### src/timer_pkg.sv
// Constants for the 24-bit down-counting timer block
// Assumes a single core clock and a plain strobe register port
package timer_pkg;

  // ==========================================================
  // Widths
  localparam int CNT_W = 24;
  localparam int PRE_W = 5;

  // ==========================================================
  // Register offsets (word index, byte address = 4 * index)
  localparam logic [4:0] OFS_CTRL    = 5'h00;
  localparam logic [4:0] OFS_PRE_HI  = 5'h01;
  localparam logic [4:0] OFS_PRE_MID = 5'h02;
  localparam logic [4:0] OFS_PRE_LO  = 5'h03;
  localparam logic [4:0] OFS_CNT_HI  = 5'h04;
  localparam logic [4:0] OFS_CNT_MID = 5'h05;
  localparam logic [4:0] OFS_CNT_LO  = 5'h06;
  localparam logic [4:0] OFS_STATUS  = 5'h07;
  localparam logic [4:0] OFS_MASK    = 5'h08;

  // ==========================================================
  // Control field positions
  localparam int CTL_EN      = 0;
  localparam int CTL_CLK_LO  = 1;
  localparam int CTL_CLK_HI  = 2;
  localparam int CTL_ZD      = 4;
  localparam int CTL_OUT_LO  = 5;
  localparam int CTL_OUT_HI  = 7;

  // Status field positions
  localparam int STS_ZD = 0;

  // ==========================================================
  // Reset values and counter compare constants
  localparam logic [7:0]       CTRL_RST = 8'h00;
  localparam logic [0:0]       MASK_RST = 1'h0;
  localparam logic [PRE_W-1:0] PRE_ALL1 = 5'h1F;
  localparam logic [PRE_W-1:0] PRE_ZERO = 5'h00;
  localparam logic [CNT_W-1:0] CNT_ONE  = 24'h000001;
  localparam logic [CNT_W-1:0] CNT_ZERO = 24'h000000;

  // Output function code for the watchdog configuration
  localparam logic [2:0] OUT_WDOG = 3'h5;

endpackage

### src/timer_core.sv
// 24-bit down-counting timer with prescaler, preload and zero detect
// Assumes a host on a plain strobe port and an asynchronous timer input pin
//
// The address-and-strobe port and the address map are this design's own decisions.
`timescale 1ns/100ps
module timer_core
  import timer_pkg::*;
(
  // Clock and reset
  input  wire logic       i_core_clk,
  input  wire logic       i_rst,
  // Register port
  input  wire logic [4:0] i_addr,
  input  wire logic [7:0] i_wdata,
  input  wire logic       i_wr,
  input  wire logic       i_rd,
  output logic [7:0]      o_rdata,
  // Timer pins
  input  wire logic       i_timer_in_pin,
  output logic            o_timer_out_pin,
  output logic            o_timer_out_oe,
  // Interrupt
  output logic            o_irq
);

  // ========================================================
  // Registers
  logic [7:0]       ctrl_q;
  logic [CNT_W-1:0] preload_q;
  logic [CNT_W-1:0] cnt_q;
  logic [CNT_W-1:0] cnt_d;
  logic [PRE_W-1:0] pre_q;
  logic [PRE_W-1:0] pre_d;
  logic             zero_detect_flag_q;
  logic             zero_detect_flag_d;
  logic             mask_q;
  logic             loaded_q;
  logic             loaded_d;
  logic             timer_out_pin_q;
  logic             timer_out_pin_d;
  logic             oe_q;
  logic             irq_q;
  logic [7:0]       rdata_q;
  logic [7:0]       rdata_d;

  // ========================================================
  // Timer input synchroniser
  logic tin_level;
  logic tin_rise;
  logic tin_fall;

  timer_edge u_tin
  (
    .i_core_clk (i_core_clk),
    .i_rst      (i_rst),
    .i_async    (i_timer_in_pin),
    .o_level    (tin_level),
    .o_rise     (tin_rise),
    .o_fall     (tin_fall)
  );

  // ========================================================
  // Control decode
  wire       en_bit      = ctrl_q[CTL_EN];
  wire [1:0] clk_sel     = ctrl_q[CTL_CLK_HI:CTL_CLK_LO];
  wire       wrap_mode   = ctrl_q[CTL_ZD];
  wire [2:0] out_fn      = ctrl_q[CTL_OUT_HI:CTL_OUT_LO];
  wire       ext_clk     = clk_sel[1];
  wire       pre_used    = ~(clk_sel == 2'b11) | 1'b0;
  wire       no_pre      = (clk_sel == 2'b10);
  wire       tin_enable  = (clk_sel == 2'b01);
  wire       out_used    = (out_fn != 3'h0) & (out_fn != 3'h1);
  wire       wdog        = (out_fn == OUT_WDOG) & tin_enable;
  // Run follows the input when used as enable
  wire       run         = en_bit & (tin_enable ? tin_level : 1'b1);
  // Prescaler clocked by core clock or input rising edge
  wire       pre_tick    = run & (ext_clk ? tin_rise : 1'b1) & ~no_pre;
  wire       pre_wrap    = pre_tick & (pre_q == PRE_ZERO);
  // Counter clock from prescaler wrap or direct input edge
  wire       cnt_tick    = run & (no_pre ? tin_rise : pre_wrap);
  wire       hit_zero    = cnt_tick & loaded_q & (cnt_q == CNT_ONE);
  wire       sts_clr     = i_wr & (i_addr == OFS_STATUS) & i_wdata[STS_ZD];

  // ========================================================
  // Prescaler and counter next state
  always_comb
  begin
    pre_d    = pre_q;
    cnt_d    = cnt_q;
    loaded_d = loaded_q;
    if (!run)
    begin
      pre_d    = PRE_ALL1;
      loaded_d = 1'b0;
    end
    else
    begin
      if (pre_tick)
        pre_d = pre_q - 5'h01;
      if (cnt_tick)
      begin
        if (!loaded_q)
        begin
          cnt_d    = preload_q;
          loaded_d = 1'b1;
        end
        else if (cnt_q == CNT_ZERO && !wrap_mode)
          cnt_d = preload_q;
        else
          cnt_d = cnt_q - CNT_ONE;
      end
    end
  end

  // ========================================================
  // Zero-detect flag and timer output
  always_comb
  begin
    zero_detect_flag_d = zero_detect_flag_q;
    timer_out_pin_d             = timer_out_pin_q;
    if (sts_clr)
      zero_detect_flag_d = 1'b0;
    if (hit_zero)
      zero_detect_flag_d = 1'b1;
    if (!run)
      zero_detect_flag_d = 1'b0;
    if (!out_used || !run)
      timer_out_pin_d = 1'b0;
    else
      timer_out_pin_d = zero_detect_flag_d;
  end

  // ========================================================
  // Read mux
  always_comb
  begin
    rdata_d = 8'h00;
    if (i_rd)
    begin
      unique case (i_addr)
        OFS_CTRL:    rdata_d = ctrl_q;
        OFS_PRE_HI:  rdata_d = preload_q[23:16];
        OFS_PRE_MID: rdata_d = preload_q[15:8];
        OFS_PRE_LO:  rdata_d = preload_q[7:0];
        OFS_CNT_HI:  rdata_d = cnt_q[23:16];
        OFS_CNT_MID: rdata_d = cnt_q[15:8];
        OFS_CNT_LO:  rdata_d = cnt_q[7:0];
        OFS_STATUS:  rdata_d = {7'h00, zero_detect_flag_q};
        OFS_MASK:    rdata_d = {7'h00, mask_q};
        default:     rdata_d = 8'h00;
      endcase
    end
  end

  // ========================================================
  // Host-written registers
  always_ff @(posedge i_core_clk)
  begin
    if (i_rst)
    begin
      ctrl_q <= CTRL_RST;
      mask_q <= MASK_RST;
    end
    else if (i_wr)
    begin
      if (i_addr == OFS_CTRL)
        ctrl_q <= i_wdata;
      if (i_addr == OFS_MASK)
        mask_q <= i_wdata[0];
    end
  end

  // Preload is not cleared by reset
  always_ff @(posedge i_core_clk)
  begin
    if (i_wr && i_addr == OFS_PRE_HI)
      preload_q[23:16] <= i_wdata;
    if (i_wr && i_addr == OFS_PRE_MID)
      preload_q[15:8] <= i_wdata;
    if (i_wr && i_addr == OFS_PRE_LO)
      preload_q[7:0] <= i_wdata;
  end

  // ========================================================
  // Timer state
  always_ff @(posedge i_core_clk)
  begin
    if (i_rst)
    begin
      cnt_q              <= CNT_ZERO;
      pre_q              <= PRE_ALL1;
      loaded_q           <= 1'b0;
      zero_detect_flag_q <= 1'b0;
      timer_out_pin_q             <= 1'b0;
      oe_q               <= 1'b0;
      irq_q              <= 1'b0;
      rdata_q            <= 8'h00;
    end
    else
    begin
      cnt_q              <= cnt_d;
      pre_q              <= pre_d;
      loaded_q           <= loaded_d;
      zero_detect_flag_q <= zero_detect_flag_d;
      timer_out_pin_q             <= timer_out_pin_d;
      oe_q               <= out_used;
      irq_q              <= zero_detect_flag_d & mask_q;
      rdata_q            <= rdata_d;
    end
  end

  assign o_timer_out_pin = timer_out_pin_q;
  assign o_timer_out_oe  = oe_q;
  assign o_irq           = irq_q;
  assign o_rdata         = rdata_q;

  // Unused decode kept quiet
  wire unused_ok = pre_used & wdog;

endmodule

### src/timer_edge.sv
// Two-flop synchroniser with rising and falling edge detection
// Assumes an asynchronous level input and one core clock
`timescale 1ns/100ps
module timer_edge
(
  // Clock and reset
  input  wire logic i_core_clk,
  input  wire logic i_rst,
  // Asynchronous input
  input  wire logic i_async,
  // Synchronised outputs
  output logic      o_level,
  output logic      o_rise,
  output logic      o_fall
);

  logic meta_q;
  logic sync_q;
  logic prev_q;

  // ========================================================
  // Synchroniser
  always_ff @(posedge i_core_clk)
  begin
    if (i_rst)
    begin
      meta_q <= 1'b0;
      sync_q <= 1'b0;
      prev_q <= 1'b0;
    end
    else
    begin
      meta_q <= i_async;
      sync_q <= meta_q;
      prev_q <= sync_q;
    end
  end

  assign o_level = sync_q;
  assign o_rise  = sync_q & ~prev_q;
  assign o_fall  = ~sync_q & prev_q;

endmodule

### config.mk
export PLATFORM = sky130hd
export DESIGN_NAME = timer_core
export DESIGN_NICKNAME = d
export VERILOG_FILES = /design/src/timer_pkg.sv /design/src/timer_core.sv /design/src/timer_edge.sv
export SDC_FILE = /design/constraint.sdc
export NUM_CORES = 1
export LEC_CHECK = 0
export BUFFER_PORTS_ARGS = -buffer_cell sky130_fd_sc_hd__buf_2
export CAP_MARGIN = 20
export CORE_MARGIN = 2
export CORE_UTILIZATION = 60
export DETAILED_ROUTE_END_ITERATION = 6
export HOLD_SLACK_MARGIN = 0.08
export PLACE_DENSITY_LB_ADDON = 0.25
export SLEW_MARGIN = 30
export SYNTH_ARGS = -nofsm -noshare
export SYNTH_HDL_FRONTEND = slang
export SYNTH_SLANG_ARGS = --single-unit
### constraint.sdc
create_clock -name i_core_clk -period 4.3 [get_ports i_core_clk]
set_clock_uncertainty 0.2 [all_clocks]
set_input_delay 0.86 -clock i_core_clk [delete_from_list [all_inputs] [get_ports i_core_clk]]
set_output_delay 0.86 -clock i_core_clk [all_outputs]
set_load 0.01 [all_outputs]
**After elaboration in Yosys (flattened, before gate mapping)**

Cells that the tools add are included.
Widths: inputs -> output; s select.

- Multiplexer cells: 9
- Add/sub/neg operators: 2
- Bitwise operators: 16
- Reductions and logical operators: 18
- Equal/unequal tests: 12

Operators with widths:

| operator | count |
|---|---|
| $pmux 8 s9 | 1 |
| $mux 24 | 2 |
| $eq 24x1->1 const B | 1 |
| $logic_not 24->1 | 1 |
| $sub 24x1->24 const B | 1 |
| $eq 5x3->1 const B | 4 |
| $and 1x1->1 | 12 |
| $eq 5x2->1 const B | 2 |
| $logic_not 5->1 | 2 |
| $mux 1 | 6 |
| $reduce_and 2->1 | 3 |
| $reduce_or 2->1 | 3 |
| $eq 5x1->1 const B | 1 |
| $eq 5x4->1 const B | 1 |
| $sub 5x1->5 const B | 1 |
| $logic_and 1x1->1 | 4 |
| $not 1->1 | 4 |
| $logic_not 1->1 | 3 |
| $ne 3x1->1 const B | 1 |
| $reduce_bool 3->1 | 1 |
| $eq 2x1->1 const B | 1 |
| $eq 2x2->1 const B | 1 |
| $logic_or 1x1->1 | 1 |

- Bits of input ports: 18
- Output and inout port bits: 11
- Word-level logic and storage cells: 73
- Register bits: 78

**Longest topological paths before layout**

Gate-level depths: netlist of the first run.

- Word-level depth: 13
- Depth in mapped cells: 9
- Gate-level depth less buffers: 7

**By module**

A second synthesis of the first run with hierarchy kept.

- Cell total of the unflattened synthesis: 406
- Area total of the unflattened synthesis: 3860.0 µm²

By module, submodules not included:

| module | area an instance (µm²) | cells each | instances | seq. area each (µm²) |
|---|---|---|---|---|
| timer_core | 3768.6 | 398 | 1 | 1741.7 |
| timer_edge | 91.3 | 8 | 1 | 60.1 |

**Worst setup path before layout of the first run**

No wires, ideal clock.

- Path kind: input -> register
- From: input port i_addr[1]
- To: register preload_q[10] (enable)
- Stages on the path: 4
- Arrival time: 2.276 ns
- Path buffers: 1
- Setup slack: 1.492 ns
- Required time: 3.768 ns
- Setup time: 0.332 ns
- Path through: clkbuf_1 -> nand2b_1 -> nor4_1 -> and2_1

- Longest elaborated chain between the ends: 2

Ends and longest elaborated chain:

| element | line | RTL |
|---|---|---|
| from (decl) | timer_core.sv:13 | `input wire logic [4:0] i_addr,` |
| $eq 5x2->1 | timer_core.sv:178 | `if (i_wr && i_addr == OFS_PRE_MID)` |
| $logic_and 1x1->1 | timer_core.sv:178 |  |
| to (signal assigned) | timer_core.sv:179 | `preload_q[15:8] <= i_wdata;` |
| to (decl) | timer_core.sv:29 | `logic [CNT_W-1:0] preload_q;` |

No other way between the ends.
A chain may end at the register's enable or synchronous reset.

**Worst setup path after layout of the first run**

- From: register cnt_q[2]
- To: register cnt_q[21]

- Longest elaborated chain between the ends: 4
- Elaborated cells between the ends (all ways): 5
- Classes of those cells: add/sub (1); mux (2); reduce/logical (2)

Ends and longest elaborated chain:

| element | line | RTL |
|---|---|---|
| from (decl) | timer_core.sv:30 | `logic [CNT_W-1:0] cnt_q;` |
| from (signal assigned) | timer_core.sv:201 | `cnt_q <= cnt_d;` |
| branches (longest 2 deep; another with $sub 24x1->24) | - |  |
| $mux 24 * | timer_core.sv:107 | `else if (cnt_q == CNT_ZERO && !wrap_mode)` |
| $mux 24 * | timer_core.sv:102 | `if (!loaded_q)` |

Mark *: on every way between the ends.

==> flow_summary.yaml, run 1 <==
finish:
  layout-drive-gt1-share: 0.151
  nets: 443
  final_util: 0.670
  final_area_sq_mm: 0.00420
  final_cell_count_no_fill: 502
  final_common_cell: "dfxtp_1"
  syn2layout_area_growth_pct: 9.55
  fillers: 505
  diodes: 0
  final_cell_mix: "dfxtp_1, nand2_1, buf_2, edfxtp_1, nand3_1"
clocking:
  cts_setup_buffers: 0
  hold_buffers: 0
  clkLatencyLatePin_ns: 0.36
  cts_buffers: 9
  cts_tree: "done"
  clock-sinks: 78
  cts.clk_slew.worst_paths_ns: 0.09
  cts.htree.levels: 3
  root_buffer: "clkbuf_8"
  cts_buffer_depth: 2
  ctsResizeCount: 0
synth:
  synth_compound_area_frac: 0.195
  ys_seq_area_frac: 0.470
  synth_area_sq_mm: 0.00384
  synthTopCellsByArea: "dfxtp_1, edfxtp_1, mux2i_1"
  synth.net_count: 427
  synth_top_area_share: 0.282
  synth_adder_area_share: 0.0163
  synthMuxAreaShare: 0.0456
  yosysTopAreaCell: "dfxtp_1"
  syn_avg_cell_area_sq_um: 9.50
  synth_top_family_by_area: "simple AND/OR/NAND/NOR gates"
  synth_flop_cell: "dfxtp_1"
  synthArstFlopShare: 0
  synth_xor_area_frac: 0.00913
  ys_ff_latch: 78
  synth_edf_count: 24
  synthCells: 404
  yosys_warnings: 0
  synth_simple_gate_area_frac: 0.218
  synth.distinct_cells: 56
critical_path:
  crit_top_cell: "nor4_1"
  r2r_start: "cnt_q[2]$_SDFFE_PP0P_"
  rr_endpoint: "cnt_q[21]$_SDFFE_PP0P_"
  r2r_setup_slack_ns: 1.38
  crit_slowest_cell: "nor4_1"
  cp_max_fo: 12
  critPathMaxStageDelay_ns: 0.71
  crit_buf_inv: 0
  critical_path_class: "reg -> reg"
  startpoint_type: "flop"
  crit_arrival_ns: 3.01
  critPathRequiredTime_ns: 4.38
  worstRegToRegCells: 5
  critical-path-top-delay-family: "simple AND/OR/NAND/NOR gates"
  endpoint_kind: "flop"
  crit_chain: "nor4_1 -> nand4_1 -> nor4_1 -> mux2_2 -> a31oi_1"
routing:
  wl_per_cell_microns: 19.6
  first_iter_violations: 419
  wl_microns: 9820
  vias: 3326
  drt-vias-per-instance: 6.63
  drc: 0
  antenna_left: 0
  first_pass_iters: 7
pwr:
  p_int_mw: 1.05
  total_power_mw: 1.38
  comb_power_share: 0.030
  p_sw_uw: 329
  p_sw_frac: 0.238
  ir_drop_mv: 0.272
  p_clk_frac: 0.415
  sequentialPowerShare: 0.555
  power_density_mw_per_mm2: 328
  p_leak_nw: 1.46
global_route:
  grt_overflow_total: 0
  grt_max_degree: 41
  grt_pass1_wl_microns: 16100
  grt_pass1_vias: 3093
  antenna_found_initial: 0
  gr-usage-all-layers: 0.290
timing:
  worstMarginPinSlew_ns: 0.947
  max_slew_margin: 0.367
  finalMaxSlewViolations: 0
  whs_ns: 0.255
  fin_setup_tns_ns: 0
  fin_crit_ns: 2.92
  hold_viol: 0
  worst_slack_ns: 1.38
  period_share: 0.680
  fmax_mhz: 342
  rsz0062_at_grt: "no"
  finalSetupViolCount: 0
placement:
  dp_slack_ns: 1.37
  place_congestion: 0.905
  placedInstanceArea_sq_mm: 0.00399
  io_buffers: 28
  dpl.hpwl_microns: 6890
  placed_cells: 486
die:
  die-area_sq_mm: 0.00705
  die_w_microns: 84.0
  start_util: 0.611
  core_sq_mm: 0.00628
  pin_count: 29
  die_h_microns: 84.0
  placementRows: 29
min_path:
  worst_hold_path.endpoint: "u_tin.o_level$_SDFF_PP0_"
  hold_start: "u_tin.meta_q$_SDFF_PP0_"
  min_path_cells: 1
  hold_path_class: "reg -> reg"
run_status:
  status: "finished clean"
job:
  maxCapViolCount: 0
per-layer routing:
layer	up-vias	share of wire	track usage
met3	21	0.099	0.0396
li1	1569	-	-
met5	-	0	0
met2	184	0.45	0.434
met1	1552	0.43	0.431
met4	0	0.020	0.103
power by group through the flow:
stage                     registers (mW)  clock network [mW]  logic [mW]
after floorplan                    0.781                   0      0.0211
after global placement             0.782                   0      0.0384
after detailed placement           0.782                   0      0.0398
after CTS                          0.765               0.571      0.0400
after global routing               0.765               0.601      0.0450
final                              0.765               0.573      0.0407
cell usage after synthesis (2+ instances only):
cell,instances
a211oi_1,5
a21oi_1,18
a222oi_1,8
a22oi_1,15
a31oi_1,14
and2_1,6
buf_1,2
buf_6,2
clkbuf_1,22
dfxtp_1,54
edfxtp_1,24
ha_1,5
inv_1,16
mux2_2,4
mux2i_1,13
nand2_1,30
nand2b_1,2
nand3_1,21
nand4_1,5
nand4b_1,2
nor2_1,21
nor2b_1,14
nor3_1,12
nor3b_1,2
nor4_1,16
o2111ai_1,2
o211ai_1,2
o21a_1,6
o21ai_0,13
o2bb2ai_1,3
o31ai_1,3
o32ai_1,8
or2_2,3
or3_1,6
or4_1,2
xnor2_1,2
xor2_1,2
worst max-delay path by stage:
| stage | start | end | slack, ns | cells past startpoint |
|---|---|---|---|---|
| floorplan | i_addr[1] | preload_q[10]$_DFFE_PP_ | 1.49 | 4 |
| global placement | i_addr[4] | o_rdata[3]$_SDFF_PP0_ | 1.41 | 5 |
| detailed placement | i_addr[4] | o_rdata[3]$_SDFF_PP0_ | 1.37 | 5 |
| CTS | pre_q[0]$_SDFFE_PP1N_ | cnt_q[16]$_SDFFE_PP0P_ | 1.42 | 7 |
| global route | cnt_q[1]$_SDFFE_PP0P_ | cnt_q[21]$_SDFFE_PP0P_ | 1.24 | 5 |
| finish | cnt_q[2]$_SDFFE_PP0P_ | cnt_q[21]$_SDFFE_PP0P_ | 1.38 | 5 |
cell type report:
type | instances | area, sq um | area share
clock buffer | 9 | 124 | 0.0295
clock inverter | 7 | 80.1 | 0.0190
inverter | 16 | 60.1 | 0.0143
multi-input combinational | 283 | 1870 | 0.445
sequential | 78 | 1800 | 0.429
tap | 77 | 96.3 | 0.0229
timing repair buffer | 32 | 170 | 0.0405
state kept, by name, summed over array words and instances, names as in the netlist:
register            count
cnt_q                  24
ctrl_q                  8
u_tin.o_level           1
o_timer_out_oe          1
o_irq                   1
loaded_q                1
pre_q                   5
o_rdata                 8
zero_detect_flag_q      1
o_timer_out_pin         1
preload_q              24
u_tin.meta_q            1
u_tin.prev_q            1
mask_q                  1
logic make-up (layout without fill, tap and decap cells):
| group | after synthesis | count (layout) |
|---|---|---|
| compound gates | 106 | 106 |
| xor+xnor | 4 | 4 |
| fa+ha+maj | 5 | 5 |
| buf+inv | 43 | 64 |
| flops | 78 | 78 |
| mux | 17 | 17 |
| simple gates | 151 | 151 |
No activity file was read; power rests on OpenSTA's default activity.
==> inputs of run 2 (changes only) <==
Clock period 4.3 ns to 2.8 ns, I/O delays scaled along.
==> run 2 against run 1 <==
Sequential share of layout area fell by 1.8 points; first-iteration DRC count rose by 25%; hold slack worse by 0.050 ns; sequential cell count did not move; final cell count up 4.2%; count of clock-buffer cells in the layout did not move; global-route usage grew 2.5 points; die area is the same; non-clock buffer count is 21 higher; critical endpoint is now cnt_q[19]$_SDFFE_PP0P_; largest cell class unchanged; highest routed layer unchanged.
==> flow_summary.yaml, run 2 (synthesized netlist as in run 1, its figures left out) <==
timing:
  finalMaxSlewViolations: 0
  fmax_mhz: 383
  period_share: 0.933
  finalSetupViolCount: 0
  hold_viol: 0
  max_slew_margin: 0.600
  fin_setup_tns_ns: 0
  worstMarginPinSlew_ns: 0.598
  rsz0062_at_grt: "no"
  fin_crit_ns: 2.61
global_route:
  grt_max_degree: 25
  grt_overflow_total: 0
  gr-usage-all-layers: 0.315
  grt_pass1_vias: 3284
  antenna_found_initial: 0
  grt_pass1_wl_microns: 17100
critical_path:
  cp-endpoint: "cnt_q[19]$_SDFFE_PP0P_"
  rr_endpoint: "cnt_q[19]$_SDFFE_PP0P_"
  startpoint_type: "flop"
  r2r_start: "cnt_q[22]$_SDFFE_PP0P_"
  cp_max_fo: 9
  worstRegToRegCells: 6
  critPathRequiredTime_ns: 2.82
  crit_path_start: "cnt_q[22]$_SDFFE_PP0P_"
  r2r_setup_slack_ns: 0.19
  critical_path_class: "reg -> reg"
  endpoint_kind: "flop"
  crit_arrival_ns: 2.63
die:
  start_util: 0.611
  placementRows: 29
  die_w_microns: 84.0
  die-area_sq_mm: 0.00705
  die_h_microns: 84.0
  pin_count: 29
  core_sq_mm: 0.00628
pwr:
  p_leak_nw: 1.58
  ir_drop_mv: 0.448
  power_density_mw_per_mm2: 520
  total_power_mw: 2.28
placement:
  io_buffers: 28
  place_congestion: 0.995
  placed_cells: 507
  dpl.hpwl_microns: 7290
  placedInstanceArea_sq_mm: 0.00414
clocking:
  cts.clk_slew.worst_paths_ns: 0.08
  clock-sinks: 78
  clkLatencyLatePin_ns: 0.37
  cts.htree.levels: 3
  cts_buffers: 9
  hold_buffers: 0
  cts_tree: "done"
  ctsResizeCount: 0
  cts_setup_buffers: 0
  root_buffer: "clkbuf_8"
  cts_buffer_depth: 2
finish:
  fillers: 502
  reg_top3: "cnt_q (24), preload_q (24)"
  diodes: 0
  final_cell_mix: "dfxtp_1, nand2_1, buf_2, buf_4, edfxtp_1"
  syn2layout_area_growth_pct: 14.4
  final_cell_count_no_fill: 523
  nets: 464
  final_common_cell: "dfxtp_1"
  layout-drive-gt1-share: 0.184
  final_area_sq_mm: 0.00439
routing:
  wl_microns: 10600
  first_iter_violations: 524
  wl_per_cell_microns: 20.2
  first_pass_iters: 7
  dr.max_layer_used: "met4"
  drt-met1-wl_microns: 4370
  drt-vias-per-instance: 6.69
  vias: 3500
  antenna_left: 0
  drc: 0
  dr_wl_met2_microns: 4810
  wl_met3_microns: 1080
min_path:
  hold_path_class: "in -> reg"
job:
  maxCapViolCount: 0
run_status:
  status: "finished clean"
run 2: worst min path at each step:
| stage | start | end | slack (ns) | cells past startpoint |
|---|---|---|---|---|
| 2_1_floorplan | u_tin.meta_q$_SDFF_PP0_ | u_tin.o_level$_SDFF_PP0_ | 0.21 | 1 |
| 3_3_place_gp | u_tin.meta_q$_SDFF_PP0_ | u_tin.o_level$_SDFF_PP0_ | 0.22 | 1 |
| 3_5_place_dp | u_tin.meta_q$_SDFF_PP0_ | u_tin.o_level$_SDFF_PP0_ | 0.24 | 1 |
| 4_1_cts | i_timer_in_pin | u_tin.meta_q$_SDFF_PP0_ | 0.20 | 2 |
| 5_1_grt | i_wdata[6] | preload_q[14]$_DFFE_PP_ | 0.22 | 1 |
| 6_report | i_timer_in_pin | u_tin.meta_q$_SDFF_PP0_ | 0.20 | 2 |
run 2: routing by layer:
layer,GRT usage,up-vias
met4,0.144,0
met2,0.475,198
met5,0,-
met3,0.0791,39
met1,0.428,1652
li1,-,1611
run 2: power breakdown:
| group | total, mW | switching, mW | internal, mW |
|---|---|---|---|
| combinational | 0.0668 | 0.0436 | 0.0232 |
| sequential | 1.18 | 0.00554 | 1.17 |
| clock | 1.04 | 0.446 | 0.594 |
| total | 2.28 | 0.495 | 1.79 |
run 2: worst max-delay path, stage by stage (launching register included):
cell	delay [ns]
dfxtp_1	0.36
nor4_1	0.53
nand4_1	0.39
o21ai_2	0.46
buf_4	0.24
o21ai_0	0.11
o2bb2ai_1	0.17
run 2: cell type report:
| class | instances | area (sq um) | share of cell area |
|---|---|---|---|
| Clock inverter | 7 | 121 | 0.0277 |
| Multi-Input combinational cell | 283 | 1860 | 0.423 |
| Clock buffer | 9 | 124 | 0.0282 |
| Inverter | 16 | 60.1 | 0.0137 |
| Tap cell | 77 | 96.3 | 0.0219 |
| Sequential cell | 78 | 1800 | 0.410 |
| Timing Repair Buffer | 53 | 328 | 0.0747 |
run 2: stage by stage:
stage	hold WS, ns	worst slack, ns	util
2_1_floorplan	0.214	0.292	-
3_3_place_gp	0.216	0.448	0.660
3_5_place_dp	0.239	0.318	0.660
4_1_cts	0.198	0.284	0.699
5_1_grt	0.219	0.0814	0.699
6_report	0.204	0.188	0.699
==> inputs of run 3 (changes only) <==
Settings changed: CORE_UTILIZATION 60 to 55.
==> run 3 against run 2 <==
Utilization shrank 5.3 points; setup slack gained 0.054 ns; largest power group unchanged; final cell count grew 0.76%; largest cell class unchanged; power shrank 8.0%; first-iteration DRC count shrank 16%; clock power shrank 18%; register-to-register slack gained 0.05 ns.
==> flow_summary.yaml, run 3 (synthesized netlist as in run 1, its figures left out) <==
timing:
  finalSetupViolCount: 0
  period_share: 0.914
  fin_crit_ns: 2.56
  fin_setup_tns_ns: 0
  max_slew_margin: 0.619
  hold_viol: 0
  worst_slack_ns: 0.242
  rsz0062_at_grt: "no"
  worstMarginPinSlew_ns: 0.570
  fmax_mhz: 391
  finalMaxSlewViolations: 0
routing:
  antenna_left: 0
  drc: 0
  first_iter_violations: 442
  wl_microns: 10500
  vias: 3458
  drt-vias-per-instance: 6.56
  first_pass_iters: 5
  wl_per_cell_microns: 19.9
critical_path:
  crit_buf_inv: 1
  rr_endpoint: "cnt_q[11]$_SDFFE_PP0P_"
  cp_max_fo: 10
  r2r_start: "cnt_q[22]$_SDFFE_PP0P_"
  critical_path_class: "reg -> reg"
  r2r_setup_slack_ns: 0.24
  crit_chain: "nor4_1 -> nand4_1 -> o21a_1 -> buf_4 -> a21o_1 -> a211oi_1"
  critical-path-top-delay-family: "simple AND/OR/NAND/NOR gates"
  endpoint_kind: "flop"
  worstRegToRegCells: 6
  startpoint_type: "flop"
  crit_slowest_cell: "o21a_1"
  crit_arrival_ns: 2.64
  critPathRequiredTime_ns: 2.88
  critPathMaxStageDelay_ns: 0.45
pwr:
  ir_drop_mv: 0.467
  power_density_mw_per_mm2: 481
  total_power_mw: 2.10
  p_leak_nw: 1.56
finish:
  final_common_cell: "dfxtp_1"
  diodes: 0
  final_cell_mix: "dfxtp_1, nand2_1, buf_2, buf_4, edfxtp_1"
  seqCellArea_sq_mm: 0.00180
  fillers: 595
  nets: 465
  reg_top3: "cnt_q (24), preload_q (24)"
  syn2layout_area_growth_pct: 13.8
  multi_input_area_sq_mm: 0.00187
  layout-drive-gt1-share: 0.188
global_route:
  grt_max_degree: 27
  gr-usage-all-layers: 0.286
  grt_pass1_vias: 3231
  grt_overflow_total: 0
  grt_pass1_wl_microns: 16500
  antenna_found_initial: 0
clocking:
  clock-sinks: 78
  cts_setup_buffers: 0
  cts.clk_slew.worst_paths_ns: 0.09
  root_buffer: "clkbuf_8"
  cts.htree.levels: 3
  clkLatencyLatePin_ns: 0.36
  cts_tree: "done"
  cts_buffers: 9
  cts_buffer_depth: 2
die:
  placementRows: 30
  die_h_microns: 87.5
  pin_count: 29
  start_util: 0.568
  die_w_microns: 87.5
  core_sq_mm: 0.00676
  die-area_sq_mm: 0.00766
run_status:
  status: "finished clean"
min_path:
  hold_path_class: "in -> reg"
  hold_start: "i_timer_in_pin"
  worst_hold_path.endpoint: "u_tin.meta_q$_SDFF_PP0_"
  min_path_cells: 2
placement:
  io_buffers: 28
  dpl.hpwl_microns: 7560
  dp_slack_ns: 0.246
  place_congestion: 0.986
job:
  maxCapViolCount: 0
[run 3: timing repair]
| action | CTS | global route |
|---|---|---|
| hold buffers | 0 | 0 |
| setup endpoints to repair | 0 | 3 |
| resized for setup | 0 | 2 |
[run 3: layout make-up]
class                   count  area share
repair buffers             54      0.0768
inverters                  16      0.0138
clock inverters             7      0.0169
multi-input cells         283       0.429
clock buffers               9      0.0284
well taps                  80      0.0229
flip-flops and latches     78       0.413
[run 3: stage by stage]
| step | instances | hold WS [ns] | utilization | area, sq um |
|---|---|---|---|---|
| 2_1_floorplan | 404 | 0.214 | - | 3840 |
| 3_3_place_gp | 511 | 0.217 | 0.615 | 4160 |
| 3_5_place_dp | 511 | 0.238 | 0.615 | 4160 |
| 4_1_cts | 527 | 0.209 | 0.644 | 4350 |
| 5_1_grt | 527 | 0.221 | 0.646 | 4370 |
| 6_report | 527 | 0.217 | 0.646 | 4370 |
[run 3: report_power, final]
group | internal, mW | total, mW | leakage [nW] | switching [mW]
combinational | 0.0233 | 0.0666 | 0.821 | 0.0433
sequential | 1.17 | 1.17 | 0.652 | 0.00528
clock | 0.413 | 0.857 | 0.0879 | 0.444
total | 1.61 | 2.10 | 1.56 | 0.493
[run 3: worst max-delay path by stage]
stage	from	endpoint	slack [ns]	cells after the start
after floorplan	i_addr[1]	preload_q[10]$_DFFE_PP_	0.29	4
after global placement	cnt_q[7]$_SDFFE_PP0P_	cnt_q[11]$_SDFFE_PP0P_	0.31	6
after detailed placement	cnt_q[7]$_SDFFE_PP0P_	cnt_q[16]$_SDFFE_PP0P_	0.25	5
after CTS	cnt_q[7]$_SDFFE_PP0P_	cnt_q[16]$_SDFFE_PP0P_	0.21	5
after global routing	cnt_q[22]$_SDFFE_PP0P_	cnt_q[11]$_SDFFE_PP0P_	0.07	6
final	cnt_q[22]$_SDFFE_PP0P_	cnt_q[11]$_SDFFE_PP0P_	0.24	6
[run 3: metal layers]
metal | global-route usage | part of all wire | vias up
li1 | - | - | 1616
met1 | 0.397 | 0.43 | 1627
met2 | 0.431 | 0.46 | 194
met3 | 0.0650 | 0.093 | 21
met4 | 0.124 | 0.018 | 0
met5 | 0 | 0 | -
